===== src/core/gpb_pkg.sv =====
/*
  Constants shared by the pin configuration bank: register indices,
  field positions, reset values and bus widths.
  Assumes a classic Wishbone bus with one register per 32-bit word.
*/
package gpb_pkg;
  // Bus shape
  localparam int WB_ADR_W = 10;
  localparam int WB_DAT_W = 32;
  localparam int IDX_W = 8;
  localparam int NPIN = 7;

  // Word indices; byte address is four times the index
  localparam logic [IDX_W-1:0] IDX_PIN_4_3 = 8'h3e;
  localparam logic [IDX_W-1:0] IDX_PIN_5_0 = 8'h3f;
  localparam logic [IDX_W-1:0] IDX_PIN_5_1 = 8'h40;
  localparam logic [IDX_W-1:0] IDX_PIN_5_2 = 8'h41;
  localparam logic [IDX_W-1:0] IDX_PIN_5_3 = 8'h42;
  localparam logic [IDX_W-1:0] IDX_PIN_5_4 = 8'h43;
  localparam logic [IDX_W-1:0] IDX_PIN_5_5 = 8'h44;
  localparam logic [IDX_W-1:0] IDX_DEV_DIS = 8'h50;
  localparam logic [IDX_W-1:0] IDX_IRQ_STAT = 8'h51;
  localparam logic [IDX_W-1:0] IDX_IRQ_MASK = 8'h52;
  localparam logic [IDX_W-1:0] IDX_PIN_LVL = 8'h53;

  // Pin slots inside the bank
  localparam int P43 = 0;
  localparam int P50 = 1;
  localparam int P51 = 2;
  localparam int P52 = 3;
  localparam int P53 = 4;
  localparam int P54 = 5;
  localparam int P55 = 6;

  // Configuration field positions
  localparam int B_DIR = 0;
  localparam int B_POL = 1;
  localparam int B_ALT = 2;
  localparam int B_FN_HI = 3;
  localparam int B_OD = 7;
  localparam int B_DIS_LOCK = 1;

  // Writable bits; reserved bits are never stored
  localparam logic [7:0] MASK_FN1 = 8'h87;
  localparam logic [7:0] MASK_FN2 = 8'h8f;

  // Reset values
  localparam logic [7:0] RST_CFG = 8'h01;
  localparam logic [7:0] RST_CFG_5_3 = 8'h00;
  localparam logic [7:0] RST_DEV_DIS = 8'h00;

  // Two-bit function codes
  localparam logic [1:0] FN_GPIO = 2'h0;
  localparam logic [1:0] FN_01 = 2'h1;
  localparam logic [1:0] FN_10 = 2'h2;
  localparam logic [1:0] FN_11 = 2'h3;

  // Interrupt status bits
  localparam int IRQ_EDGE3 = 0;
  localparam int IRQ_DIS_REFUSED = 1;
  localparam int IRQ_LOCKED = 2;
  localparam int NIRQ = 3;
endpackage : gpb_pkg


===== src/core/gpb_sync3.sv =====
/*
  Three-stage pin synchroniser with a settle check.
  Assumes an asynchronous pin level; output moves only once the
  second and third stages agree.
*/
`timescale 1ns/1ps
module gpb_sync3 #(
  parameter logic RST_VAL = 1'b1
) (
  input wire logic clk_i,
  input wire logic rst_i,
  input wire logic d_i,
  output logic q_o
);
  logic s1_reg; // Metastable stage, read only by s2
  logic s2_reg;
  logic s3_reg;

  // Shift chain
  always_ff @(posedge clk_i) begin
    if (rst_i) begin
      s1_reg <= RST_VAL;
      s2_reg <= RST_VAL;
      s3_reg <= RST_VAL;
    end else begin
      s1_reg <= d_i;
      s2_reg <= s1_reg;
      s3_reg <= s2_reg;
    end
  end

  // Accept a level only when two late stages agree
  always_ff @(posedge clk_i) begin
    if (rst_i) begin
      q_o <= RST_VAL;
    end else if (s2_reg == s3_reg) begin
      q_o <= s3_reg;
    end
  end
endmodule : gpb_sync3


===== src/core/gpb_pin_cell.sv =====
/*
  One pin's driver and receiver: direction, polarity, driver type.
  Assumes a synchronised pin level; pin output and enable are flopped.
*/
`timescale 1ns/1ps
module gpb_pin_cell (
  input wire logic clk_i,
  input wire logic rst_i,
  input wire logic dir_in_i,
  input wire logic pol_inv_i,
  input wire logic od_i,
  input wire logic raw_in_i,
  input wire logic alt_out_en_i,
  input wire logic alt_out_i,
  input wire logic gp_out_i,
  input wire logic pin_lvl_i,
  output logic in_val_o,
  output logic pin_o,
  output logic pin_oe_n_o
);
  logic is_in; // Effective direction
  logic drv_val; // Level wanted on the pin

  // Raw mode forces a plain input
  assign is_in = dir_in_i | raw_in_i;
  assign drv_val = (alt_out_en_i ? alt_out_i : gp_out_i) ^ pol_inv_i;
  assign in_val_o = raw_in_i ? pin_lvl_i : (pin_lvl_i ^ pol_inv_i);

  // Driver: open drain only ever pulls low
  always_ff @(posedge clk_i) begin
    if (rst_i) begin
      pin_o <= 1'b0;
      pin_oe_n_o <= 1'b1;
    end else if (is_in) begin
      pin_o <= 1'b0;
      pin_oe_n_o <= 1'b1;
    end else if (od_i) begin
      pin_o <= 1'b0;
      pin_oe_n_o <= drv_val;
    end else begin
      pin_o <= drv_val;
      pin_oe_n_o <= 1'b0;
    end
  end
endmodule : gpb_pin_cell


===== src/core/gpb_bank.sv =====
/*
  Pin configuration bank for seven general-purpose pins, with
  alternate function routing, a lockable disable-register control
  mode, the disable register itself and an interrupt block.
  Assumes a classic Wishbone master, synchronous active-high resets
  in the clk_i domain, and asynchronous pin levels.
*/
`timescale 1ns/1ps

module gpb_bank
  import gpb_pkg::*;
(
  input wire logic clk_i,
  input wire logic rst_i,
  input wire logic main_por_i,
  input wire logic hard_reset_i,
  // Wishbone slave
  input wire logic wb_cyc_i,
  input wire logic wb_stb_i,
  input wire logic wb_we_i,
  input wire logic [WB_ADR_W-1:0] wb_adr_i,
  input wire logic [3:0] wb_sel_i,
  input wire logic [WB_DAT_W-1:0] wb_dat_i,
  output logic [WB_DAT_W-1:0] wb_dat_o,
  output logic wb_ack_o,
  // Pins
  input wire logic [NPIN-1:0] pin_i,
  output logic [NPIN-1:0] pin_o,
  output logic [NPIN-1:0] pin_oe_n_o,
  // Plain data path to and from the data registers
  input wire logic [NPIN-1:0] gpio_out_i,
  output logic [NPIN-1:0] gpio_in_o,
  // Alternate function peers
  input wire logic ext_bus_chip_select_1_i,
  input wire logic port2_request_to_send_i,
  input wire logic infrared_transmit_i,
  input wire logic port2_transmit_data_i,
  output logic port2_ring_indicate_o,
  output logic port2_carrier_detect_o,
  output logic port2_data_set_ready_o,
  output logic infrared_receive_o,
  output logic port2_receive_data_o,
  output logic edge_irq3_o,
  output logic disable_reg_write_control_o,
  output logic [7:0] dev_disable_o,
  output logic irq_o
);
  // Configuration storage, one byte per pin
  logic [7:0] cfg_reg [NPIN];
  logic [7:0] dev_dis_reg; // Device disable register
  logic [NIRQ-1:0] irq_stat_reg; // Sticky events
  logic [NIRQ-1:0] irq_mask_reg; // Enables onto irq_o
  logic [NIRQ-1:0] irq_set; // Events this cycle
  logic ack_reg; // Registered acknowledge
  logic edge_prev_reg; // Last seen pin 4.3 value
  logic lock_prev_reg; // Lock state one cycle back

  // Bus decode
  logic [IDX_W-1:0] idx; // Word index
  logic req; // Live request
  logic wr_go; // Write lands this edge
  logic lane0; // Low byte lane enabled
  logic [7:0] wr_byte; // Write data, low lane

  // Pin side views
  logic [NPIN-1:0] pin_lvl; // Settled pin levels
  logic [NPIN-1:0] in_val; // After polarity
  logic [NPIN-1:0] alt_en; // Alternate output selected
  logic [NPIN-1:0] alt_val; // Alternate output level
  logic [NPIN-1:0] raw_in; // Forced raw input
  logic [1:0] fn43; // Function field of pin 4.3
  logic [1:0] fn52; // Function field of pin 5.2
  logic [1:0] fn53; // Function field of pin 5.3
  logic locked; // Control mode is latched in
  logic dis_writable; // Disable register accepts writes
  logic edge3; // Either-edge event on pin 4.3
  logic [7:0] cfg_mask [NPIN]; // Storable bits per pin
  logic [7:0] rd_byte; // Read mux result

  assign idx = wb_adr_i[WB_ADR_W-1:2];
  assign req = wb_cyc_i & wb_stb_i;
  // Writes act only on the edge where ack is seen high
  assign wr_go = req & ack_reg & wb_we_i;
  assign lane0 = wb_sel_i[0];
  assign wr_byte = wb_dat_i[7:0];

  // Function fields
  assign fn43 = cfg_reg[P43][B_FN_HI:B_ALT];
  assign fn52 = cfg_reg[P52][B_FN_HI:B_ALT];
  assign fn53 = cfg_reg[P53][B_FN_HI:B_ALT];
  assign locked = (fn43 == FN_01);

  // Which bits each pin may store
  always_comb begin
    for (int i = 0; i < NPIN; i++) begin
      cfg_mask[i] = MASK_FN1;
    end
    cfg_mask[P43] = MASK_FN2;
    cfg_mask[P52] = MASK_FN2;
    cfg_mask[P53] = MASK_FN2;
  end

  // Acknowledge: one wait cycle, then one ack cycle
  always_ff @(posedge clk_i) begin
    if (rst_i) begin
      ack_reg <= 1'b0;
    end else begin
      ack_reg <= req & ~ack_reg;
    end
  end
  assign wb_ack_o = ack_reg;

  // Pin configuration registers, all seven bytes in one process.
  // The bytes share one array, so splitting this process would give
  // the array several drivers; later assignments below take priority.
  always_ff @(posedge clk_i) begin
    if (rst_i) begin
      for (int i = 0; i < NPIN; i++) begin
        cfg_reg[i] <= (i == P53) ? RST_CFG_5_3 : RST_CFG;
      end
    end else begin
      for (int i = 0; i < NPIN; i++) begin
        // Reserved bits are dropped on the way in
        if (wr_go && lane0 && idx == IDX_PIN_4_3 + IDX_W'(i)) begin
          cfg_reg[i] <= wr_byte & cfg_mask[i];
        end
      end
      // Once in control mode software cannot leave it
      if (locked) begin
        cfg_reg[P43][B_FN_HI:B_ALT] <= FN_01;
      end
      // Main POR and hard reset: 4.3 function field, all of 5.3
      if (main_por_i || hard_reset_i) begin
        cfg_reg[P43][B_FN_HI:B_ALT] <= FN_GPIO;
        cfg_reg[P53] <= RST_CFG_5_3;
      end
    end
  end

  // Disable register guard while the control mode holds
  always_comb begin
    if (!locked) begin
      dis_writable = 1'b1;
    end else if (pin_lvl[P43]) begin
      dis_writable = 1'b0;
    end else begin
      dis_writable = ~dev_dis_reg[B_DIS_LOCK];
    end
  end

  // Device disable register
  always_ff @(posedge clk_i) begin
    if (rst_i) begin
      dev_dis_reg <= RST_DEV_DIS;
    end else if (wr_go && lane0 && idx == IDX_DEV_DIS && dis_writable) begin
      dev_dis_reg <= wr_byte;
    end
  end
  assign dev_disable_o = dev_dis_reg;
  assign disable_reg_write_control_o = locked;

  // Read mux, all unused bits zero
  always_comb begin
    rd_byte = 8'h00;
    if (idx >= IDX_PIN_4_3 && idx <= IDX_PIN_5_5) begin
      rd_byte = cfg_reg[3'(idx - IDX_PIN_4_3)];
    end else begin
      unique case (idx)
        IDX_DEV_DIS: rd_byte = dev_dis_reg;
        IDX_IRQ_STAT: rd_byte = {5'h00, irq_stat_reg};
        IDX_IRQ_MASK: rd_byte = {5'h00, irq_mask_reg};
        IDX_PIN_LVL: rd_byte = {1'b0, in_val};
        default: rd_byte = 8'h00; // Unmapped reads zero
      endcase
    end
  end

  // Read data is captured as ack rises
  always_ff @(posedge clk_i) begin
    if (rst_i) begin
      wb_dat_o <= '0;
    end else if (req && !ack_reg) begin
      wb_dat_o <= {24'h000000, rd_byte};
    end
  end

  // Pin synchronisers; resting level high suits active-low lines
  for (genvar g = 0; g < NPIN; g++) begin : g_pin
    gpb_sync3 #(
      .RST_VAL(1'b1)
    ) u_sync (
      .clk_i(clk_i),
      .rst_i(rst_i),
      .d_i(pin_i[g]),
      .q_o(pin_lvl[g])
    );

    gpb_pin_cell u_cell (
      .clk_i(clk_i),
      .rst_i(rst_i),
      .dir_in_i(cfg_reg[g][B_DIR]),
      .pol_inv_i(cfg_reg[g][B_POL]),
      .od_i(cfg_reg[g][B_OD]),
      .raw_in_i(raw_in[g]),
      .alt_out_en_i(alt_en[g]),
      .alt_out_i(alt_val[g]),
      .gp_out_i(gpio_out_i[g]),
      .pin_lvl_i(pin_lvl[g]),
      .in_val_o(in_val[g]),
      .pin_o(pin_o[g]),
      .pin_oe_n_o(pin_oe_n_o[g])
    );
  end

  // Only pin 4.3 has a raw mode
  always_comb begin
    raw_in = '0;
    raw_in[P43] = locked;
  end

  // Alternate output selection per pin
  always_comb begin
    alt_en = '0;
    alt_val = '0;
    if (fn43 == FN_10) begin
      alt_en[P43] = 1'b1;
      alt_val[P43] = ext_bus_chip_select_1_i;
    end
    if (cfg_reg[P55][B_ALT]) begin
      alt_en[P55] = 1'b1;
      alt_val[P55] = port2_request_to_send_i;
    end
    // Code 11 is reserved and behaves as plain pin
    if (fn53 == FN_10) begin
      alt_en[P53] = 1'b1;
      alt_val[P53] = infrared_transmit_i;
    end else if (fn53 == FN_01) begin
      alt_en[P53] = 1'b1;
      alt_val[P53] = port2_transmit_data_i;
    end
  end

  // Incoming alternate lines; idle high when not routed
  always_ff @(posedge clk_i) begin
    if (rst_i) begin
      port2_ring_indicate_o <= 1'b1;
      port2_carrier_detect_o <= 1'b1;
      port2_data_set_ready_o <= 1'b1;
      infrared_receive_o <= 1'b1;
      port2_receive_data_o <= 1'b1;
    end else begin
      port2_ring_indicate_o <= cfg_reg[P50][B_ALT] ? in_val[P50] : 1'b1;
      port2_carrier_detect_o <= cfg_reg[P51][B_ALT] ? in_val[P51] : 1'b1;
      port2_data_set_ready_o <= cfg_reg[P54][B_ALT] ? in_val[P54] : 1'b1;
      infrared_receive_o <= (fn52 == FN_10) ? in_val[P52] : 1'b1;
      port2_receive_data_o <= (fn52 == FN_01) ? in_val[P52] : 1'b1;
    end
  end

  // Plain input view for the data registers
  always_ff @(posedge clk_i) begin
    if (rst_i) begin
      gpio_in_o <= '0;
    end else begin
      gpio_in_o <= in_val;
    end
  end

  // Either-edge detector; tracks even when unselected so that
  // selecting the function does not fire on a stale level
  always_ff @(posedge clk_i) begin
    if (rst_i) begin
      edge_prev_reg <= 1'b1;
      lock_prev_reg <= 1'b0;
    end else begin
      edge_prev_reg <= in_val[P43];
      lock_prev_reg <= locked;
    end
  end
  assign edge3 = (fn43 == FN_11) && (in_val[P43] != edge_prev_reg);

  // One-cycle pulse toward the interrupt router
  always_ff @(posedge clk_i) begin
    if (rst_i) begin
      edge_irq3_o <= 1'b0;
    end else begin
      edge_irq3_o <= edge3;
    end
  end

  // Events of this cycle
  always_comb begin
    irq_set = '0;
    irq_set[IRQ_EDGE3] = edge3;
    irq_set[IRQ_DIS_REFUSED] = wr_go & lane0 & (idx == IDX_DEV_DIS) & ~dis_writable;
    irq_set[IRQ_LOCKED] = locked & ~lock_prev_reg;
  end

  // Sticky status, write one to clear; a new event beats the clear
  always_ff @(posedge clk_i) begin
    if (rst_i) begin
      irq_stat_reg <= '0;
    end else if (wr_go && lane0 && idx == IDX_IRQ_STAT) begin
      irq_stat_reg <= (irq_stat_reg & ~wr_byte[NIRQ-1:0]) | irq_set;
    end else begin
      irq_stat_reg <= irq_stat_reg | irq_set;
    end
  end

  // Mask register
  always_ff @(posedge clk_i) begin
    if (rst_i) begin
      irq_mask_reg <= '0;
    end else if (wr_go && lane0 && idx == IDX_IRQ_MASK) begin
      irq_mask_reg <= wr_byte[NIRQ-1:0];
    end
  end

  // Level interrupt, follows status one cycle later
  always_ff @(posedge clk_i) begin
    if (rst_i) begin
      irq_o <= 1'b0;
    end else begin
      irq_o <= |(irq_stat_reg & irq_mask_reg);
    end
  end
endmodule : gpb_bank


===== config.mk =====
export PLATFORM = sky130hd
export DESIGN_NAME = gpb_bank
export DESIGN_NICKNAME = d
export VERILOG_FILES = /design/src/core/gpb_pkg.sv /design/src/core/gpb_sync3.sv /design/src/core/gpb_pin_cell.sv /design/src/core/gpb_bank.sv
export SDC_FILE = /design/constraint.sdc
export NUM_CORES = 1
export LEC_CHECK = 0
export ABC_AREA = 1
export BUFFER_PORTS_ARGS = -buffer_cell sky130_fd_sc_hd__clkbuf_2
export CAP_MARGIN = 20
export CORE_MARGIN = 1
export CORE_UTILIZATION = 45
export DETAILED_ROUTE_END_ITERATION = 8
export PLACE_DENSITY = 0.69
export SETUP_SLACK_MARGIN = 0.4
export SLEW_MARGIN = 25
export SYNTH_ARGS = -nofsm -noshare
export SYNTH_HDL_FRONTEND = slang
export SYNTH_SLANG_ARGS = --single-unit
export TNS_END_PERCENT = 5

===== constraint.sdc =====
create_clock -name clk_i -period 4 [get_ports clk_i]
set_clock_uncertainty 0.2 [all_clocks]
set_input_delay 0.2 -clock clk_i [delete_from_list [all_inputs] [get_ports clk_i]]
set_output_delay 0.2 -clock clk_i [all_outputs]
set_load 0.005 [all_outputs]

# --- Word level (Yosys, flattened, before mapping) ---
# Memory sizes are Yosys's and may differ from the RTL's.
# Index checks and enable logic that the tools add are counted.
word_totals:
  ramBits: 35
  out_inout_bits: 70
  wordCells: 234
  memories: 1
  inputBits: 71
  ff_bits: 81
mem_list:
  columns: ["name", "depth", "word_bits", "rd", "rd_clocked_by_memory_dff", "wr", "line", "rtl"]
  rows:
  - ["cfg_reg", 7, 5, 8, 0, 7, "gpb_bank.sv:49", "logic [7:0] cfg_reg [NPIN];"]
op_classes:
  n_lt_le_gt_ge: 2
  reduce_logical: 37
  addsub: 1
  n_bitwise: 47
  n_eq_ne: 26
  n_mux: 63
ops:
  columns: ["op", "count"]
  rows:
  - ["== test 8 x 7 -> 1 bit, second input constant", 9]
  - ["two-way mux 1 bit", 50]
  - ["two-way mux 5 bit", 8]
  - ["case mux 8 bit (4 select lines)", 1]
  - ["OR reduction 2 bit", 12]
  - ["OR reduction 3 bit", 8]
  - ["== test 8 x 6 -> 1 bit, second input constant", 2]
  - ["logical AND 1 bit", 15]
  - ["bitwise XOR 1 bit", 14]
  - ["bitwise OR 1 bit", 11]
  - ["NOT 1 bit", 9]
  - ["AND 1 bit", 8]
  - ["== test 2 bit, second input constant", 4]
  - [">= comparator 8 x 6 -> 1 bit, second input constant", 1]
  - ["<= comparator 8 x 7 -> 1 bit, second input constant", 1]
  - ["two-way mux 8 bit", 1]
  - ["== test 1 bit", 7]
  - ["AND 3 bit", 2]
  - ["== test 2 x 1 -> 1 bit, second input constant", 3]
  - ["bitwise OR 3 bit", 2]
  - ["two-way mux 2 bit", 2]
  - ["two-way mux 3 bit", 1]
  - ["NOT 3 bit", 1]
  - ["subtractor 3 bit, second input constant", 1]
  - ["3 further kinds", 3]

# --- Depth between registers and ports, before layout ---
depth:
  word_depth: 11
  depth_mapped: 13
  depth_no_buf: 12

# --- By module ---
# Synthesis repeated with hierarchy kept, for this count alone.
hier_totals:
  cells_unflattened: 698
  area_unflattened_um2: 5215.0
by_module_without_submodules:
  columns: ["mod", "area_each_um2", "cells_per_inst", "seq_area_each_um2", "n_inst"]
  rows:
  - ["gpb_bank", 3402.0, 439, 1651.6, 1]
  - ["gpb_pin_cell", 130.1, 22, 40.0, 7]
  - ["gpb_sync3", 128.9, 15, 80.1, 7]

# --- Worst setup path after synthesis ---
# No wires, ideal clock.
synth_path:
  kind: "register -> register"
  start: "register ack_reg (netlist: wb_ack_o)"
  end: "memory cfg_reg[5][0] in the netlist's numbering, enable pin"
  arrival_time_ps: 1212
  stages_incl_launch_ff: 6
  setup_slack_ps: 2215
  required_ps: 3427
  path_buffers: 1
  period_less_slack_ps: 1785
  setup_ps: 373
  cell_sequence: "dfxtp_1 -> nand3_1 -> nor2_1 -> buf_2 -> inv_1 -> o31ai_1"
synth_rtl:
  columns: ["item", "line", "rtl"]
  rows:
  - ["start, declared", "gpb_bank.sv:54", "logic ack_reg;"]
  - ["start signal, assigned", "gpb_bank.sv:108", "ack_reg <= req & ~ack_reg;"]
  - ["end, declared", "gpb_bank.sv:49", null]

==> flow_summary.json <==
{
  "ctsLongestPathBuffers": 2,
  "setup_viol_count_final": 0,
  "postCtsSetupBuffers": 0,
  "ys_top_cells_by_area": "sky130_fd_sc_hd__dfxtp_1 35%, sky130_fd_sc_hd__edfxtp_1 15%, sky130_fd_sc_hd__nand2_1 9.0%",
  "drt_iter0_drc": 201,
  "path_max_fanout": 11,
  "clkLatencyLatePin_ps": 370,
  "layout_worst_path_cycle_share_pct": 55.5,
  "fin_nets": 754,
  "routedWlPerCell_um": 13.8,
  "placementRows": 38,
  "timing.final.max_slew_violations": 0,
  "unrepaired_setup_endpoints_after_global_routing": "false",
  "areaGrowthSynthToFinish_pct": 14.9,
  "dp_slack_ps": 1630,
  "worst-endpoint-arrival_ps": 2090,
  "grtUsageTotal_pct": 20.8,
  "drv_cap": 0,
  "netlist-cell-type-count": 40,
  "antenna_violations_before_repair": 0,
  "dp_hpwl_mm": 8.60,
  "finalHoldViolations": 0,
  "syn-cell-area_sq_um": 4980,
  "place.detailed.instances": 790,
  "ys_seq_elements": 112,
  "grt_pass1_vias": 3845,
  "ioPinCount": 141,
  "async_reset_ff_share_pct": 0,
  "p_leak_nw": 2.57,
  "synthesis.area_per_instance_sq_um": 8.41,
  "floorplan.die.height_um": 107,
  "count_of_synthesis_stage_warnings_from_yosys": 0,
  "global_route_met1_usage_pct": 25.9,
  "outcome": "complete, no violations",
  "largest_vdd_supply_drop_mv": 0.182,
  "busiest_layer": "met2",
  "grt_pass1_wl_mm": 18.4,
  "numCtsBuffers": 9,
  "hold_class": "in2reg",
  "cts_tree": "yes",
  "synth-edff-count": 25,
  "most_common_library_cell_in_the_layout_ignoring_fill_and_taps": "sky130_fd_sc_hd__nand2_1",
  "drc_errors": 0,
  "synth.largest_area_cell": "sky130_fd_sc_hd__dfxtp_1",
  "final_period_demand_of_the_worst_path_ps": 2220,
  "layout.cells.most_common_list": "120 x sky130_fd_sc_hd__nand2_1, 87 x sky130_fd_sc_hd__dfxtp_1, 87 x sky130_fd_sc_hd__clkbuf_2",
  "num_antenna_cells": 0,
  "count_of_vias_placed_by_the_detailed_router": 4007,
  "crit_path_start_kind": "flip-flop",
  "grtUsageMet3_pct": 4.50,
  "antenna_left": 0,
  "port_buffers": 87,
  "layout-drive-gt1-share_pct": 23.2,
  "utilization_pct": 53.0,
  "max_slew.worst_pin.slew_ps": 870,
  "clkTransAtPathRegs_ps": 110,
  "drtPass1Iterations": 4,
  "core_area_sq_um": 10800,
  "finalNonFillerCells": 825,
  "totalWireLength_mm": 11.4,
  "dieWidth_um": 107,
  "cts_sinks": 112,
  "setup_tns_ps": 0,
  "grtUsageMet2_pct": 35.4,
  "place_congestion": 0.841,
  "ctsResizeCount": 0,
  "synth-seq-area-share_pct": 50.1,
  "timing.slew.headroom_pct": 41.8,
  "vias_per_cell": 4.86,
  "synthCells": 592,
  "number_of_flip_flops_in_the_largest_register": 31,
  "maximum_number_of_pins_on_one_net_before_global_route_repair": 66,
  "ctsHtreeMaxLevel": 3,
  "final.setup.worst_slack_ps": 1780,
  "synth_ff_type": "sky130_fd_sc_hd__dfxtp_1",
  "fmax_mhz": 450,
  "fraction_of_synthesized_cell_area_taken_by_the_top_area_cell_type_pct": 35.0,
  "cp.required_ps": 3870,
  "holdWs_ps": 36.5,
  "cts.root.buffer_cell": "sky130_fd_sc_hd__clkbuf_8",
  "worstSetupEndpointType": "flip-flop",
  "power.density_cell_area_nw_per_um2": 374,
  "floorplan.initialDensity_pct": 46.1,
  "global_route.overflow_total": 0,
  "die_area_sq_um": 11500,
  "critPathKind": "reg2reg"
}
==> kinds of logic (layout without fill, tap and decap cells) <==
family / after synthesis / after routing / share of synthesized area [%]
muxes: 1 / 1 / 0.201
AOI/OAI and AO/OA: 74 / 74 / 7.94
DFF: 112 / 112 / 50.1
buffers and inverters: 118 / 188 / 12.4
adders and majority gates: 3 / 3 / 0.754
and+or+nand+nor: 270 / 270 / 26.3
other: 1 / 24 / 0.0753
xor gates and xnor gates: 13 / 13 / 2.29
==> what timing repair did <==
| item | 4_1_cts | 5_1_grt |
|---|---|---|
| hold buffers | 19 | 0 |
| endpoints found under the setup margin | 0 | 0 |
| hold endpoints to repair | 26 | 0 |
==> critical path: stages (launching register included) <==
cell	delay (ps)
sky130_fd_sc_hd__dfxtp_1	360
sky130_fd_sc_hd__nand3_1	70
sky130_fd_sc_hd__nor2_1	90
sky130_fd_sc_hd__buf_4	210
sky130_fd_sc_hd__nand2_1	130
sky130_fd_sc_hd__nor3_4	250
sky130_fd_sc_hd__nand2_2	130
sky130_fd_sc_hd__nand2_1	170
sky130_fd_sc_hd__nand3_1	110
sky130_fd_sc_hd__nand2_1	200
==> Yosys cell counts, types with 6 or more instances <==
cell type                    n
sky130_fd_sc_hd__a21oi_1    31
sky130_fd_sc_hd__inv_2       7
sky130_fd_sc_hd__edfxtp_1   25
sky130_fd_sc_hd__nand2_1   120
sky130_fd_sc_hd__nor2_4      8
sky130_fd_sc_hd__nor2_1     50
sky130_fd_sc_hd__or2_2      22
sky130_fd_sc_hd__clkbuf_1    9
sky130_fd_sc_hd__dfxtp_1    87
sky130_fd_sc_hd__inv_1      55
sky130_fd_sc_hd__buf_4      39
sky130_fd_sc_hd__nand3_1    37
sky130_fd_sc_hd__xnor2_1     8
sky130_fd_sc_hd__o21ai_0    29
sky130_fd_sc_hd__nand2_2     6
sky130_fd_sc_hd__nand4_1    10
==> cell type report <==
class,count,area [sq um]
clock buffers,11,163
clock inverters,5,47.5
fillers,1020,5070
inverters,63,236
multi-input cells,385,1960
flip-flops and latches,112,2490
well taps,140,175
repair buffers,109,648
==> per-stage QoR <==
stage          area (sq um)  total power [W]
2_1_floorplan          5060          0.00140
3_3_place_gp           5320          0.00145
3_5_place_dp           5320          0.00146
4_1_cts                5720          0.00215
5_1_grt                5720          0.00222
6_report               5720          0.00214
==> per-layer routing <==
metal  part of all wire (%)  vias to the layer above  wire length, um
li1                       -                     2019                -
met1                     45                     1853             5090
met2                     48                      116             5500
met3                    5.5                       19              632
met4                    1.8                        0              201
met5                      0                        -                0
==> worst paths after layout <==
kind / start / to / slack [ps] / cells past startpoint
min reg2reg: g_pin[4].u_sync.s1_reg / g_pin[4].u_sync.s2_reg / 210 / 1
min: gpio_out_i[0] / g_pin[0].u_cell.pin_o / 40 / 5
max reg2reg: wb_ack_o / cfg_reg[1][0] / 1780 / 9
max: wb_ack_o / cfg_reg[1][0] / 1780 / 9
==> report_power, final <==
part           internal (W)  total, W  switching [W]
clock              0.000292  0.000690       0.000398
sequential          0.00120   0.00123      0.0000275
combinational     0.0000847  0.000217       0.000133
(Power assumes the default switching activity.)
